===== src/design/alu_pkg.sv =====
// Package with types and constants for the accumulator logic unit.
`default_nettype none
package alu_pkg;

  // Width of the accumulator and every stack level.
  localparam int ALU_WIDTH      = 32;
  // Width of a data memory word.
  localparam int ALU_WORD_WIDTH = 16;
  // Default depth of the accumulator stack.
  localparam int ALU_STACK_DEPTH = 8;
  // Value of the accumulator after reset.
  localparam logic [31:0] ALU_ACC_RESET = 32'h0000_0000;
  // Value of a stack level after reset.
  localparam logic [31:0] ALU_STK_RESET = 32'h0000_0000;
  // Cycles from a taken request to its answer.
  localparam int ALU_LATENCY = 1;

  // Operation codes issued by the sequencer.
  typedef enum logic [1:0]
  {
    ALU_OP_FORMATTED_BIT_AND = 2'b00,
    ALU_OP_STACK_AND         = 2'b01,
    ALU_OP_WORD_OR           = 2'b10,
    ALU_OP_DOUBLE_WORD_OR    = 2'b11
  } alu_op_t;

  // Request from the sequencer with its operands.
  typedef struct packed
  {
    alu_op_t     op;
    logic [31:0] operand;
    logic [5:0]  bit_count;
  } alu_req_t;

  // Status flags reported with each result.
  typedef struct packed
  {
    logic zero_result_flag;
    logic negative_result_flag;
  } alu_flags_t;

endpackage
`default_nettype wire


===== src/design/alu_unit.sv =====
// Accumulator logical unit: formatted AND, stack AND, word OR, double OR.
`timescale 1ns/1ns
`default_nettype none

module alu_unit
  import alu_pkg::*;
#(
  parameter int DEPTH = ALU_STACK_DEPTH
)
(
  // Clock and synchronous reset.
  input  wire logic        i_ref_clk,
  input  wire logic        i_sys_rst,
  // Request from the sequencer.
  input  wire logic        i_req_valid,
  input  wire alu_req_t    i_req,
  // Stack push and accumulator load from the sequencer.
  input  wire logic        i_acc_load,
  input  wire logic [31:0] i_acc_load_value,
  // Result and flags.
  output logic             o_done,
  output logic [31:0]      o_acc,
  output logic [31:0]      o_stack_top,
  output alu_flags_t       o_flags,
  output logic             o_negative_valid
);

  // Accumulator and stack storage; level 0 is the top.
  logic [31:0] acc;
  logic [31:0] stack [DEPTH];
  logic        done;
  alu_flags_t  flags;
  logic        neg_valid;

  // Mask that keeps the low count bits; a count of zero or of 32 and over keeps all.
  function automatic logic [31:0] count_mask(input logic [5:0] n);
    logic [31:0] m;
    m = 32'hffff_ffff;
    if ((n != 6'h00) && (n < 6'h20))
    begin
      m = ~(32'hffff_ffff << n);
    end
    return m;
  endfunction

  // Decoded operation results.
  wire alu_op_t     op       = i_req.op;
  // Bits above the count meet zero, so they clear in the accumulator.
  wire logic [31:0] fmt_mask = count_mask(i_req.bit_count);
  wire logic [31:0] and_fmt  = acc & i_req.operand & fmt_mask;
  wire logic [31:0] and_stk  = acc & stack[0];
  wire logic [15:0] or_word  = acc[15:0] | i_req.operand[15:0];
  wire logic [31:0] or_wfull = {acc[31:16], or_word};
  wire logic [31:0] or_dbl   = acc | i_req.operand;

  // Result selection for the accumulator.
  logic [31:0] next_acc;
  always_comb
  begin
    next_acc = acc;
    unique case (op)
      ALU_OP_FORMATTED_BIT_AND: next_acc = and_fmt;
      ALU_OP_STACK_AND:         next_acc = and_stk;
      ALU_OP_WORD_OR:           next_acc = or_wfull;
      ALU_OP_DOUBLE_WORD_OR:    next_acc = or_dbl;
    endcase
  end

  // Zero and negative conditions per operation.
  // Word OR judges zero on its 16-bit result only.
  wire logic zero16     = (or_word == 16'h0000);
  wire logic zero32     = (next_acc == 32'h0);
  wire logic next_zero  = (op == ALU_OP_WORD_OR) ? zero16 : zero32;
  wire logic next_neg   = next_acc[31];
  wire logic drives_neg = (op != ALU_OP_WORD_OR);

  // Accumulator, flags and done register.
  always_ff @(posedge i_ref_clk)
  begin
    if (i_sys_rst)
    begin
      acc       <= ALU_ACC_RESET;
      flags     <= '0;
      neg_valid <= 1'b0;
      done      <= 1'b0;
    end
    else if (i_req_valid)
    begin
      acc                        <= next_acc;
      flags.zero_result_flag     <= next_zero;
      // Word OR leaves the negative flag as it was.
      if (drives_neg)
      begin
        flags.negative_result_flag <= next_neg;
      end
      neg_valid <= drives_neg;
      done      <= 1'b1;
    end
    else
    begin
      // A load pushes the old accumulator, as the sequencer's loads do.
      if (i_acc_load)
      begin
        acc <= i_acc_load_value;
      end
      done <= 1'b0;
    end
  end

  // Stack: pop on stack AND, push on accumulator load.
  always_ff @(posedge i_ref_clk)
  begin
    if (i_sys_rst)
    begin
      for (int i = 0; i < DEPTH; i++)
      begin
        stack[i] <= ALU_STK_RESET;
      end
    end
    else if (i_req_valid && (op == ALU_OP_STACK_AND))
    begin
      // Deeper levels move up one place; the bottom fills with zero.
      for (int i = 0; i < DEPTH - 1; i++)
      begin
        stack[i] <= stack[i+1];
      end
      stack[DEPTH-1] <= ALU_STK_RESET;
    end
    else if (i_acc_load && !i_req_valid)
    begin
      // The oldest level falls off the bottom when the stack is full.
      stack[0] <= acc;
      for (int i = 1; i < DEPTH; i++)
      begin
        stack[i] <= stack[i-1];
      end
    end
  end

  // Outputs come straight from registers.
  assign o_done           = done;
  assign o_acc            = acc;
  assign o_stack_top      = stack[0];
  assign o_flags          = flags;
  assign o_negative_valid = neg_valid;

  // Checks next to the logic. Each looks one edge after the request, or after an
  // idle or load cycle for flag_hold_a, when the registered result and flags have settled.
  stack_and_res_a: assert property (
    @(posedge i_ref_clk) disable iff (i_sys_rst)
    i_req_valid && op == ALU_OP_STACK_AND
    |=> acc == ($past(acc) & $past(stack[0])))
    else $error("stack AND result wrong");
  stack_pop_a: assert property (
    @(posedge i_ref_clk) disable iff (i_sys_rst)
    i_req_valid && op == ALU_OP_STACK_AND |=> stack[0] == $past(stack[1]))
    else $error("stack did not pop");
  // The deepest levels matter too: a pop must move them and zero the bottom.
  stack_deep_a: assert property (
    @(posedge i_ref_clk) disable iff (i_sys_rst)
    i_req_valid && op == ALU_OP_STACK_AND
    |=> stack[DEPTH-2] == $past(stack[DEPTH-1])
        && stack[DEPTH-1] == ALU_STK_RESET)
    else $error("deep stack levels did not move up");
  stack_flags_a: assert property (
    @(posedge i_ref_clk) disable iff (i_sys_rst)
    i_req_valid && op == ALU_OP_STACK_AND
    |=> flags.zero_result_flag == (acc == 32'h0)
        && flags.negative_result_flag == acc[31])
    else $error("stack AND flags wrong");
  fmt_clear_a: assert property (
    @(posedge i_ref_clk) disable iff (i_sys_rst)
    i_req_valid && op == ALU_OP_FORMATTED_BIT_AND && i_req.bit_count == 6'h04
    |=> acc[31:4] == 28'h0)
    else $error("formatted AND upper bits kept");
  fmt_and_a: assert property (
    @(posedge i_ref_clk) disable iff (i_sys_rst)
    i_req_valid && op == ALU_OP_FORMATTED_BIT_AND
    |=> acc == ($past(acc) & $past(i_req.operand)
               & count_mask($past(i_req.bit_count))))
    else $error("formatted AND result wrong");
  fmt_flags_a: assert property (
    @(posedge i_ref_clk) disable iff (i_sys_rst)
    i_req_valid && op == ALU_OP_FORMATTED_BIT_AND
    |=> flags.zero_result_flag == (acc == 32'h0)
        && flags.negative_result_flag == acc[31])
    else $error("formatted AND flags wrong");
  word_or_res_a: assert property (
    @(posedge i_ref_clk) disable iff (i_sys_rst)
    i_req_valid && op == ALU_OP_WORD_OR
    |=> acc[15:0] == ($past(acc[15:0]) | $past(i_req.operand[15:0])))
    else $error("word OR low half wrong");
  word_or_a: assert property (
    @(posedge i_ref_clk) disable iff (i_sys_rst)
    i_req_valid && op == ALU_OP_WORD_OR
    |=> acc[31:16] == $past(acc[31:16])
        && o_flags.zero_result_flag == (acc[15:0] == 16'h0))
    else $error("word OR wrong");
  word_noneg_a: assert property (
    @(posedge i_ref_clk) disable iff (i_sys_rst)
    i_req_valid && op == ALU_OP_WORD_OR
    |=> !neg_valid && $stable(flags.negative_result_flag))
    else $error("word OR touched negative");
  dbl_flags_a: assert property (
    @(posedge i_ref_clk) disable iff (i_sys_rst)
    i_req_valid && op == ALU_OP_DOUBLE_WORD_OR
    |=> acc == ($past(acc) | $past(i_req.operand))
        && flags.negative_result_flag == acc[31]
        && flags.zero_result_flag == (acc == 32'h0))
    else $error("double OR wrong");
  // Loads and idle cycles must never disturb the flags.
  flag_hold_a: assert property (
    @(posedge i_ref_clk) disable iff (i_sys_rst)
    !i_req_valid |=> $stable(flags))
    else $error("flags changed without operation");

endmodule

`default_nettype wire


===== config.mk =====
export PLATFORM = sky130hd
export DESIGN_NAME = alu_unit
export DESIGN_NICKNAME = d
export VERILOG_FILES = /design/src/design/alu_pkg.sv /design/src/design/alu_unit.sv
export SDC_FILE = /design/constraint.sdc
export NUM_CORES = 1
export LEC_CHECK = 0
export ABC_AREA = 1
export BUFFER_PORTS_ARGS = -buffer_cell sky130_fd_sc_hd__buf_2
export CAP_MARGIN = 20
export CORE_MARGIN = 2
export CORE_UTILIZATION = 30
export CTS_CLUSTER_DIAMETER = 30
export CTS_CLUSTER_SIZE = 28
export DETAILED_ROUTE_END_ITERATION = 12
export PLACE_DENSITY_LB_ADDON = 0.25
export SKIP_LAST_GASP = 1
export SLEW_MARGIN = 40
export SYNTH_ARGS = -nofsm -noshare
export SYNTH_HDL_FRONTEND = slang
export SYNTH_SLANG_ARGS = --single-unit

===== constraint.sdc =====
create_clock -name i_ref_clk -period 10.9 [get_ports i_ref_clk]
set_clock_uncertainty 0.2 [all_clocks]
set_input_delay 3.27 -clock i_ref_clk [delete_from_list [all_inputs] [get_ports i_ref_clk]]
set_output_delay 3.27 -clock i_ref_clk [all_outputs]
set_load 0.01 [all_outputs]

==> results of run 1 <==
==> routing by layer <==
| metal | vias up | track usage, % | part of all wire (%) |
|---|---|---|---|
| met1 | 5505 | 23.1 | 47 |
| li1 | 5450 | - | - |
| met3 | 96 | 2.52 | 5.2 |
| met2 | 388 | 25.0 | 44 |
| met5 | - | 0 | 0 |
| met4 | 0 | 8.33 | 4.7 |
==> synthesized netlist by cell type, types with 23 or more instances <==
| cell | instances | share of area, % |
|---|---|---|
| a21oi_1 | 51 | 1.8 |
| buf_2 | 23 | 0.79 |
| buf_4 | 39 | 2.0 |
| clkbuf_1 | 48 | 1.2 |
| dfxtp_1 | 36 | 4.9 |
| edfxtp_1 | 256 | 53 |
| inv_1 | 216 | 5.6 |
| nand2_1 | 223 | 5.7 |
| nand3_1 | 84 | 2.9 |
| nor2_1 | 93 | 2.4 |
| o21ai_0 | 237 | 8.1 |
| o21ai_1 | 51 | 1.8 |
| o21bai_1 | 93 | 4.8 |
==> state kept, by name, summed over array words and instances, names as in the netlist <==
register	count
o_acc	32
o_done	1
o_flags	2
o_negative_valid	1
stack	256
==> final cells by class <==
type | instances | area [µm²] | area share [%]
Clock buffer | 69 | 1580 | 9.00
Sequential cell | 292 | 8410 | 48.0
Multi-Input combinational cell | 902 | 4610 | 26.3
Tap cell | 615 | 769 | 4.39
Inverter | 228 | 868 | 4.96
Clock inverter | 45 | 462 | 2.63
Timing Repair Buffer | 155 | 833 | 4.76
==> power by group through the flow <==
| stage | sequential, W | clock (W) | combinational [W] |
|---|---|---|---|
| finish | 0.00137 | 0.00182 | 0.000254 |
| global route | 0.00137 | 0.00190 | 0.000282 |
| CTS | 0.00137 | 0.00185 | 0.000255 |
| floorplan | 0.00137 | 0 | 0.000169 |
| global placement | 0.00138 | 0 | 0.000251 |
| detailed placement | 0.00139 | 0 | 0.000253 |
==> final timing paths <==
| check | end | start | depth (start not counted) |
|---|---|---|---|
| hold reg to reg | o_negative_valid | o_negative_valid | 2 |
| setup reg to reg | o_flags[1] | stack[0][3] | 9 |
| hold / removal | o_negative_valid | o_negative_valid | 2 |
| setup / recovery | stack[0][49] | i_req_valid | 11 |
==> logic make-up after synthesis <==
group	after synthesis
buf+inv	351
flops	292
simple gates	442
compound gates	460
==> worst max-delay path: stages <==
cell and delay [ns]:
buf_2 0.18, nor2_8 0.44, inv_2 0.43, nor2_4 0.19
buf_4 0.42, nor2_2 0.18, inv_2 0.38, buf_4 0.63
o21ai_0 0.22, o21bai_1 0.21, inv_1 0.08
==> metrics by stage <==
step | cell area [µm²] | setup WS, ns | util [%]
5_1_grt | 17500 | 4.19 | 36.6
3_3_place_gp | 15400 | 3.73 | 32.3
4_1_cts | 17500 | 4.41 | 36.6
6_report | 17500 | 4.46 | 36.6
2_1_floorplan | 14600 | 4.10 | -
3_5_place_dp | 15500 | 3.82 | 32.3
==> out/qor.yml, run 1 <==
place:
  place_congestion: 0.901
  place_hpwl_um: 28000
  dpl.cell_count: 2191
  port_buffers: 143
logic_synthesis:
  ys_seq_area_share_pct: 57.7
  synth_edf_count: 256
  synth_fa_ha_area_share_pct: 0
  syn_nets: 1621
  ys_ff_latch: 292
  synth_top_family_by_area: "compound AO/OA/AOI/OAI gates"
  synth_cell_types: 41
  async_reset_ff_share_pct: 0
  syn_inst: 1545
  synth-main-ff-cell: "edfxtp_1"
  yosys.area_share.simple_pct: 13.4
  synth_compound_area_share_pct: 18.1
  yosysWarnings: 0
  syn_area_per_cell_um2: 9.44
  syn-cell-area_mm2: 0.0146
  synthMuxAreaShare_pct: 0
  synth_xor_area_share_pct: 0
timing:
  hold_viol: 0
  layout_min_cycle_time_ns: 6.44
  maxSlewHeadroom_pct: 48.1
  finalSetupViolCount: 0
  fin_crit_sh_pct: 59.1
  max_freq_mhz: 155
  worst_pin_slew_ns: 0.779
  drv_slew: 0
  tns_ns: 0
  hold_ws_ns: 0.268
  rsz0062_at_grt: "false"
global_routing:
  grt_antenna_before_repair: 0
  overflow: 0
  grt_max_degree: 105
  grt_pass1_wl_um: 65300
  grt_pass1_vias: 11100
  track_usage_pct: 16.6
power:
  power_frac_seq_pct: 39.8
  power.switching_w: 0.000852
  clkPwrFrac_pct: 52.9
  power_switching_share_pct: 24.8
  p_int_w: 0.00259
  vdd_drop_max_v: 0.000118
  p_per_area_mw_per_mm2: 196
  p_total_w: 0.00344
  combPwrFrac_pct: 7.4
  p_leak_nw: 7.78
clocking:
  h-tree-depth: 2
  clkTransAtPathRegs_ns: 0.05
  clock-sinks: 292
  hold_buffers: 0
  post_cts_buffers: 0
  cts-resized-gates: 0
  numCtsBuffers: 61
  insertion_delay_ns: 0.58
  root_buffer: "clkbuf_16"
  clk_path_buf_depth: 3
  cts_tree: "done"
critical_path:
  crit_arrival_ns: 6.69
  critPathMaxFanout: 70
  r2r_setup_slack_ns: 8.74
  crit_type: "input port to flip-flop"
  cp-end-kind: "flip-flop"
  startpoint_type: "input port"
  cp.required_ns: 11.15
drt:
  route.detailed.drc: 0
  wl_per_cell_um: 18.4
  vias_per_cell: 4.96
  postRouteWirelength_um: 42500
  num_vias: 11400
  firstDrtPassIters: 7
  drt_iter0_drc: 822
  final_antenna_net_count: 0
final_layout:
  final_common_cell: "edfxtp_1"
  drive_above_1_share_pct: 17.6
  layout_common_cells: "256 x edfxtp_1, 237 x o21ai_0, 220 x nand2_1, 214 x inv_1, 143 x buf_2"
  syn_to_final_growth_pct: 20.2
  fin_cells: 2306
  fin_nets: 1716
  fillCellCount: 4813
  diodes: 0
run_status:
  outcome: "finished clean"
floorplan:
  dieHeight_um: 224
  die_area_mm2: 0.0504
  core-area_mm2: 0.0478
  start_util_pct: 30.5
  io_pins: 144
  placementRows: 80
  die_w_um: 224
job:
  max_cap_viol_count: 0
hold_path:
  worstHoldPathType: "flip-flop to flip-flop"
(Power assumes the default switching activity.)
==> run 2, diff against run 1 <==
==> constraint.sdc (replaced) <==
create_clock -name i_ref_clk -period 6.4 [get_ports i_ref_clk]
set_clock_uncertainty 0.2 [all_clocks]
set_input_delay 1.92 -clock i_ref_clk [delete_from_list [all_inputs] [get_ports i_ref_clk]]
set_output_delay 1.92 -clock i_ref_clk [all_outputs]
set_load 0.01 [all_outputs]
==> run 2 against run 1 <==
Effect of this change: final area is 2.6% higher; wire length rose by 2.2%; non-clock buffer count is 4 higher; critical path depth shrank 1; clock power is 100% higher; via count increased by 1.0%; worst hold slack got worse by 0.0047 ns; final cell count up 0.95%; count of clock-buffer cells in the layout grew 20; sequential cell count is the same; core utilization increased by 0.96 points; die area unchanged; critical path type unchanged; critical endpoint is now stack[0][85]; largest cell class unchanged; largest power group unchanged; highest routed layer unchanged.
==> out/qor.yml, run 2 (synthesized netlist as in run 1, its figures left out) <==
run_status:
  outcome: "finished clean"
timing:
  max_freq_mhz: 241
  maxSlewHeadroom_pct: 46.8
  tns_ns: 0
  layout_min_cycle_time_ns: 4.14
  rsz0062_at_grt: "false"
  worst_pin_slew_ns: 0.798
  fin_crit_sh_pct: 64.8
  hold_viol: 0
  finalSetupViolCount: 0
  drv_slew: 0
drt:
  drt_iter0_drc: 994
  num_vias: 11600
  postRouteWirelength_um: 43400
  vias_per_cell: 4.96
  firstDrtPassIters: 5
  wl_per_cell_um: 18.7
  final_antenna_net_count: 0
  route.detailed.drc: 0
final_layout:
  stdcell_area_mm2: 0.0180
  layout_common_cells: "256 x edfxtp_1, 237 x o21ai_0, 220 x nand2_1, 214 x inv_1, 143 x buf_2"
  regMostFlops: "stack"
  seqCellArea_mm2: 0.00841
  diodes: 0
  final_common_cell: "edfxtp_1"
  syn_to_final_growth_pct: 23.3
  multi_input_area_mm2: 0.00461
  fin_cells: 2328
  fillCellCount: 4812
  largest_reg_flops: 256
  drive_above_1_share_pct: 18.0
  fin_nets: 1731
global_routing:
  grt_pass1_vias: 11200
  use_met1_pct: 23.6
  grt.busiest_layer: "met2"
  grt_antenna_before_repair: 0
  grt_pass1_wl_um: 66000
  grt_max_degree: 174
  grt_use_met2_pct: 26.3
  track_usage_pct: 17.0
  overflow: 0
  use_met3_pct: 2.98
place:
  place_area_mm2: 0.0156
  place_hpwl_um: 28400
  dpl.cell_count: 2196
  port_buffers: 143
  place_congestion: 0.923
power:
  power_switching_share_pct: 23.7
  vdd_drop_max_v: 0.000153
  clkPwrFrac_pct: 56.9
  p_total_w: 0.00642
  p_per_area_mw_per_mm2: 357
  p_leak_nw: 7.98
  p_int_w: 0.00490
  combPwrFrac_pct: 6.8
  power.switching_w: 0.00152
  power_frac_seq_pct: 36.3
critical_path:
  crit_buf_inv: 5
  cp_cell_sequence: "buf_2 > nor2_8 > inv_2 > nor2_4 > nor2_2 > inv_2 > buf_12 > o21ai_1 > o21bai_1 > inv_1"
  path_delay_family: "buffers and inverters"
  r2r_cells: 9
  cp-end-kind: "flip-flop"
  worstReg2RegStart: "stack[0][6]"
  cp.required_ns: 6.51
  r2r_setup_slack_ns: 4.28
  crit_slowest_cell: "inv_2"
  crit_path_frequent_cell: "inv_2"
  max_stage_delay_ns: 0.57
  crit_type: "input port to flip-flop"
  crit_arrival_ns: 4.25
  critPathMaxFanout: 57
  rr_endpoint: "o_flags[1]"
  startpoint_type: "input port"
job:
  max_cap_viol_count: 0
clocking:
  clk_path_buf_depth: 3
  hold_buffers: 0
  h-tree-depth: 3
  cts-resized-gates: 0
  post_cts_buffers: 0
  clock-sinks: 292
  numCtsBuffers: 72
  cts_tree: "done"
  clkTransAtPathRegs_ns: 0.04
  insertion_delay_ns: 0.57
  root_buffer: "clkbuf_16"
floorplan:
  start_util_pct: 30.5
  io_pins: 144
  die_w_um: 224
  die_area_mm2: 0.0504
  placementRows: 80
  dieHeight_um: 224
  core-area_mm2: 0.0478
hold_path:
  hold_depth: 2
  worstHoldPathType: "flip-flop to flip-flop"
  worstHoldStart: "o_negative_valid"
  hold_end: "o_negative_valid"
## run 2: metal layers
metal | vias to the layer above | wire length (µm) | share of wire, %
met3 | 71 | 2870 | 6.6
met1 | 5599 | 19700 | 45
li1 | 5469 | - | -
met2 | 416 | 19600 | 45
met5 | - | 0 | 0
met4 | 0 | 1260 | 2.9
## run 2: cell type report
class	count	share of cell area, %
clock inverter	43	2.76
timing repair buffer	159	5.04
inverter	228	4.82
multi-input combinational	902	25.6
clock buffer	89	10.7
tap	615	4.28
sequential	292	46.8
## run 2: tightest hold or removal path, stage by stage, from the launching register on
cell and delay, ns:
dfxtp_1 0.30, nand2_1 0.06, a21oi_1 0.06
## run 2: how the worst max path moves through the flow
stage,startpoint,endpoint,slack (ns),cells past startpoint
6_report,i_req_valid,stack[0][85],2.26,10
5_1_grt,i_req[38],stack[0][53],2.06,9
4_1_cts,i_req_valid,stack[0][62],2.28,10
3_5_place_dp,i_req_valid,stack[0][110],1.68,10
3_3_place_gp,i_req[38],stack[0][152],1.63,7
2_1_floorplan,i_sys_rst,stack[0][0],0.95,5
## run 2: through the flow
stage	setup WS [ns]	util, %	hold WS, ns
3_5_place_dp	1.68	32.5	0.257
4_1_cts	2.28	37.6	0.263
6_report	2.26	37.6	0.263
3_3_place_gp	1.63	32.5	0.262
5_1_grt	2.06	37.6	0.311
2_1_floorplan	0.946	-	0.287
## run 2: power groups by stage
stage	registers, W	logic (W)	clock network, W
finish	0.00233	0.000439	0.00365
floorplan	0.00233	0.000288	0
global route	0.00234	0.000487	0.00380
global placement	0.00236	0.000438	0
detailed placement	0.00236	0.000441	0
CTS	0.00233	0.000443	0.00370
==> run 3, diff against run 2 <==
--- a/config.mk
+++ b/config.mk
@@ -5,7 +5,7 @@
 export SDC_FILE = /design/constraint.sdc
 export NUM_CORES = 1
 export LEC_CHECK = 0
-export ABC_AREA = 1
+export ABC_AREA = 0
 export BUFFER_PORTS_ARGS = -buffer_cell sky130_fd_sc_hd__buf_2
 export CAP_MARGIN = 20
 export CORE_MARGIN = 2
==> constraint.sdc (replaced) <==
create_clock -name i_ref_clk -period 3.8 [get_ports i_ref_clk]
set_clock_uncertainty 0.2 [all_clocks]
set_input_delay 1.14 -clock i_ref_clk [delete_from_list [all_inputs] [get_ports i_ref_clk]]
set_output_delay 1.14 -clock i_ref_clk [all_outputs]
set_load 0.01 [all_outputs]
==> run 3 against run 2 <==
Effect of this change: global-route usage is 0.53 points higher; critical path type unchanged; die area decreased by 7.9%; largest power group unchanged; sequential power rose by 70%; combinational power up 60%; sequential share of layout area increased by 4.1 points.
==> out/qor.yml, run 3 <==
clocking:
  cts_tree: "done"
  clkTransAtPathRegs_ns: 0.05
  insertion_delay_ns: 0.57
  cts-resized-gates: 0
  clk_path_buf_depth: 3
  post_cts_buffers: 0
  hold_buffers: 0
  h-tree-depth: 2
  numCtsBuffers: 56
  clock-sinks: 292
  root_buffer: "clkbuf_16"
drt:
  postRouteWirelength_um: 41400
  wl_per_cell_um: 22.6
  route.detailed.drc: 0
  firstDrtPassIters: 5
  drt_iter0_drc: 887
  vias_per_cell: 5.39
  num_vias: 9860
  final_antenna_net_count: 0
logic_synthesis:
  synth_edf_count: 256
  yosys.area.top_type: "edfxtp_1"
  synth.area.top_cells: "edfxtp_1 57%, a22o_1 13%, dfxtp_1 5.4%"
  synth_commonest_cells: "256 x edfxtp_1, 200 x a22o_1, 115 x nand2_1, 79 x clkbuf_1, 58 x a21oi_1"
  ys_seq_area_share_pct: 62.7
  synth_most_common_cell: "edfxtp_1"
  synth_top_cell_area_share_pct: 57.4
  syn-cell-area_mm2: 0.0134
  synth-main-ff-cell: "edfxtp_1"
  async_reset_ff_share_pct: 0
  syn_inst: 1080
  syn_area_per_cell_um2: 12.4
  syn_nets: 1156
  yosysWarnings: 0
  synth_cell_types: 55
  ys_ff_latch: 292
critical_path:
  worstReg2RegStart: "stack[0][24]"
  crit_arrival_ns: 3.70
  critPathMaxFanout: 14
  crit_type: "input port to flip-flop"
  cp.required_ns: 4.11
  r2r_cells: 8
  cp-end-kind: "flip-flop"
  rr_endpoint: "o_flags[1]"
  startpoint_type: "input port"
  r2r_setup_slack_ns: 1.24
hold_path:
  hold_end: "o_negative_valid"
  hold_depth: 2
  worstHoldPathType: "flip-flop to flip-flop"
  worstHoldStart: "o_negative_valid"
floorplan:
  start_util_pct: 30.4
  die_w_um: 215
  die_area_mm2: 0.0464
  dieHeight_um: 215
  core-area_mm2: 0.0441
  io_pins: 144
  placementRows: 77
timing:
  maxSlewHeadroom_pct: 49.1
  fin_crit_sh_pct: 89.2
  max_freq_mhz: 295
  hold_ws_ns: 0.264
  drv_slew: 0
  finalSetupViolCount: 0
  layout_min_cycle_time_ns: 3.39
  rsz0062_at_grt: "false"
  worst_pin_slew_ns: 0.764
  hold_viol: 0
global_routing:
  grt_pass1_wl_um: 61900
  grt_use_met2_pct: 25.4
  grt_pass1_vias: 9334
  use_met1_pct: 26.1
  overflow: 0
  track_usage_pct: 17.5
  grt_max_degree: 193
  use_met3_pct: 3.07
  grt_antenna_before_repair: 0
  grt.busiest_layer: "met1"
job:
  max_cap_viol_count: 0
power:
  p_per_area_mw_per_mm2: 575
  p_leak_nw: 6.36
  p_total_w: 0.00951
  vdd_drop_max_v: 0.000376
final_layout:
  largest_reg_flops: 256
  fin_cells: 1830
  drive_above_1_share_pct: 23.1
  layout_common_cells: "256 x edfxtp_1, 200 x a22o_1, 143 x buf_2, 115 x nand2_1, 58 x a21oi_1"
  syn_to_final_growth_pct: 23.5
  stdcell_area_mm2: 0.0165
  final_core_util_pct: 37.5
  final_common_cell: "edfxtp_1"
  regMostFlops: "stack"
  fin_nets: 1267
place:
  place_hpwl_um: 27200
  place_area_mm2: 0.0147
  port_buffers: 143
  place_congestion: 0.876
  dpl.cell_count: 1724
run_status:
  outcome: "finished clean"
## run 3: cell types whose count changed after synthesis, sizes merged, moves of 11 or more
cell    delta
o21bai    -93
nand2    -110
a21o      +11
inv      -226
o21ai    -267
and2      +35
nor2      -70
a211oi    +50
nand3     -78
a22o     +199
clkbuf    +29
buf       -27
nor2b     +27
## run 3: final cells by class
class	instances	area, µm²
Antenna cell	1	2.50
Clock buffer	63	1450
Clock inverter	41	402
Fill cell	4365	27600
Inverter	3	11.3
Multi-Input combinational cell	660	4410
Sequential cell	292	8410
Tap cell	592	741
Timing Repair Buffer	178	1120
## run 3: through the flow
step	setup TNS, ns	setup WS [ns]
final	0	0.409
after global placement	-0.291	-0.291
after detailed placement	-0.195	-0.195
after CTS	0	0.410
after floorplan	0	0.0439
after global routing	0	0.185
## run 3: layer usage
metal,share of wire (%),wire (µm)
met2,43,17800
met4,2.8,1150
met3,5.8,2420
met5,0,0
met1,48,20000
## run 3: critical path, stage by stage
cell and delay, ns:
buf_2 0.23, nor3_1 0.14, a21oi_1 0.62, o211ai_1 0.32, nor4b_1 0.42, nand4_1 0.17
nor4_1 0.35, buf_4 0.17, a41o_1 0.14
## run 3: worst max-delay path by stage
stage / startpoint / to / cells past startpoint
2_1_floorplan: i_req[38] / stack[0][0] / 4
3_3_place_gp: i_req[2] / o_flags[1] / 9
3_5_place_dp: i_req[2] / o_flags[1] / 9
4_1_cts: i_req[2] / o_flags[1] / 9
5_1_grt: i_req[2] / o_flags[1] / 9
6_report: i_req[2] / o_flags[1] / 9
## run 3: power by group
part           internal [W]  switching, W  leakage, nW
registers           0.00377      0.000204         3.07
logic              0.000256      0.000446         2.38
clock network       0.00315       0.00169        0.912
total               0.00717       0.00234         6.36
## run 3: kinds of logic after synthesis
logic type / count (synthesis) / share of synthesized area (%)
and+or+nand+nor: 263 / 9.55
AOI/OAI and AO/OA: 383 / 22.1
DFF: 292 / 62.7
muxes: 13 / 1.01
buffers and inverters: 128 / 4.51
xor gates and xnor gates: 1 / 0.0654
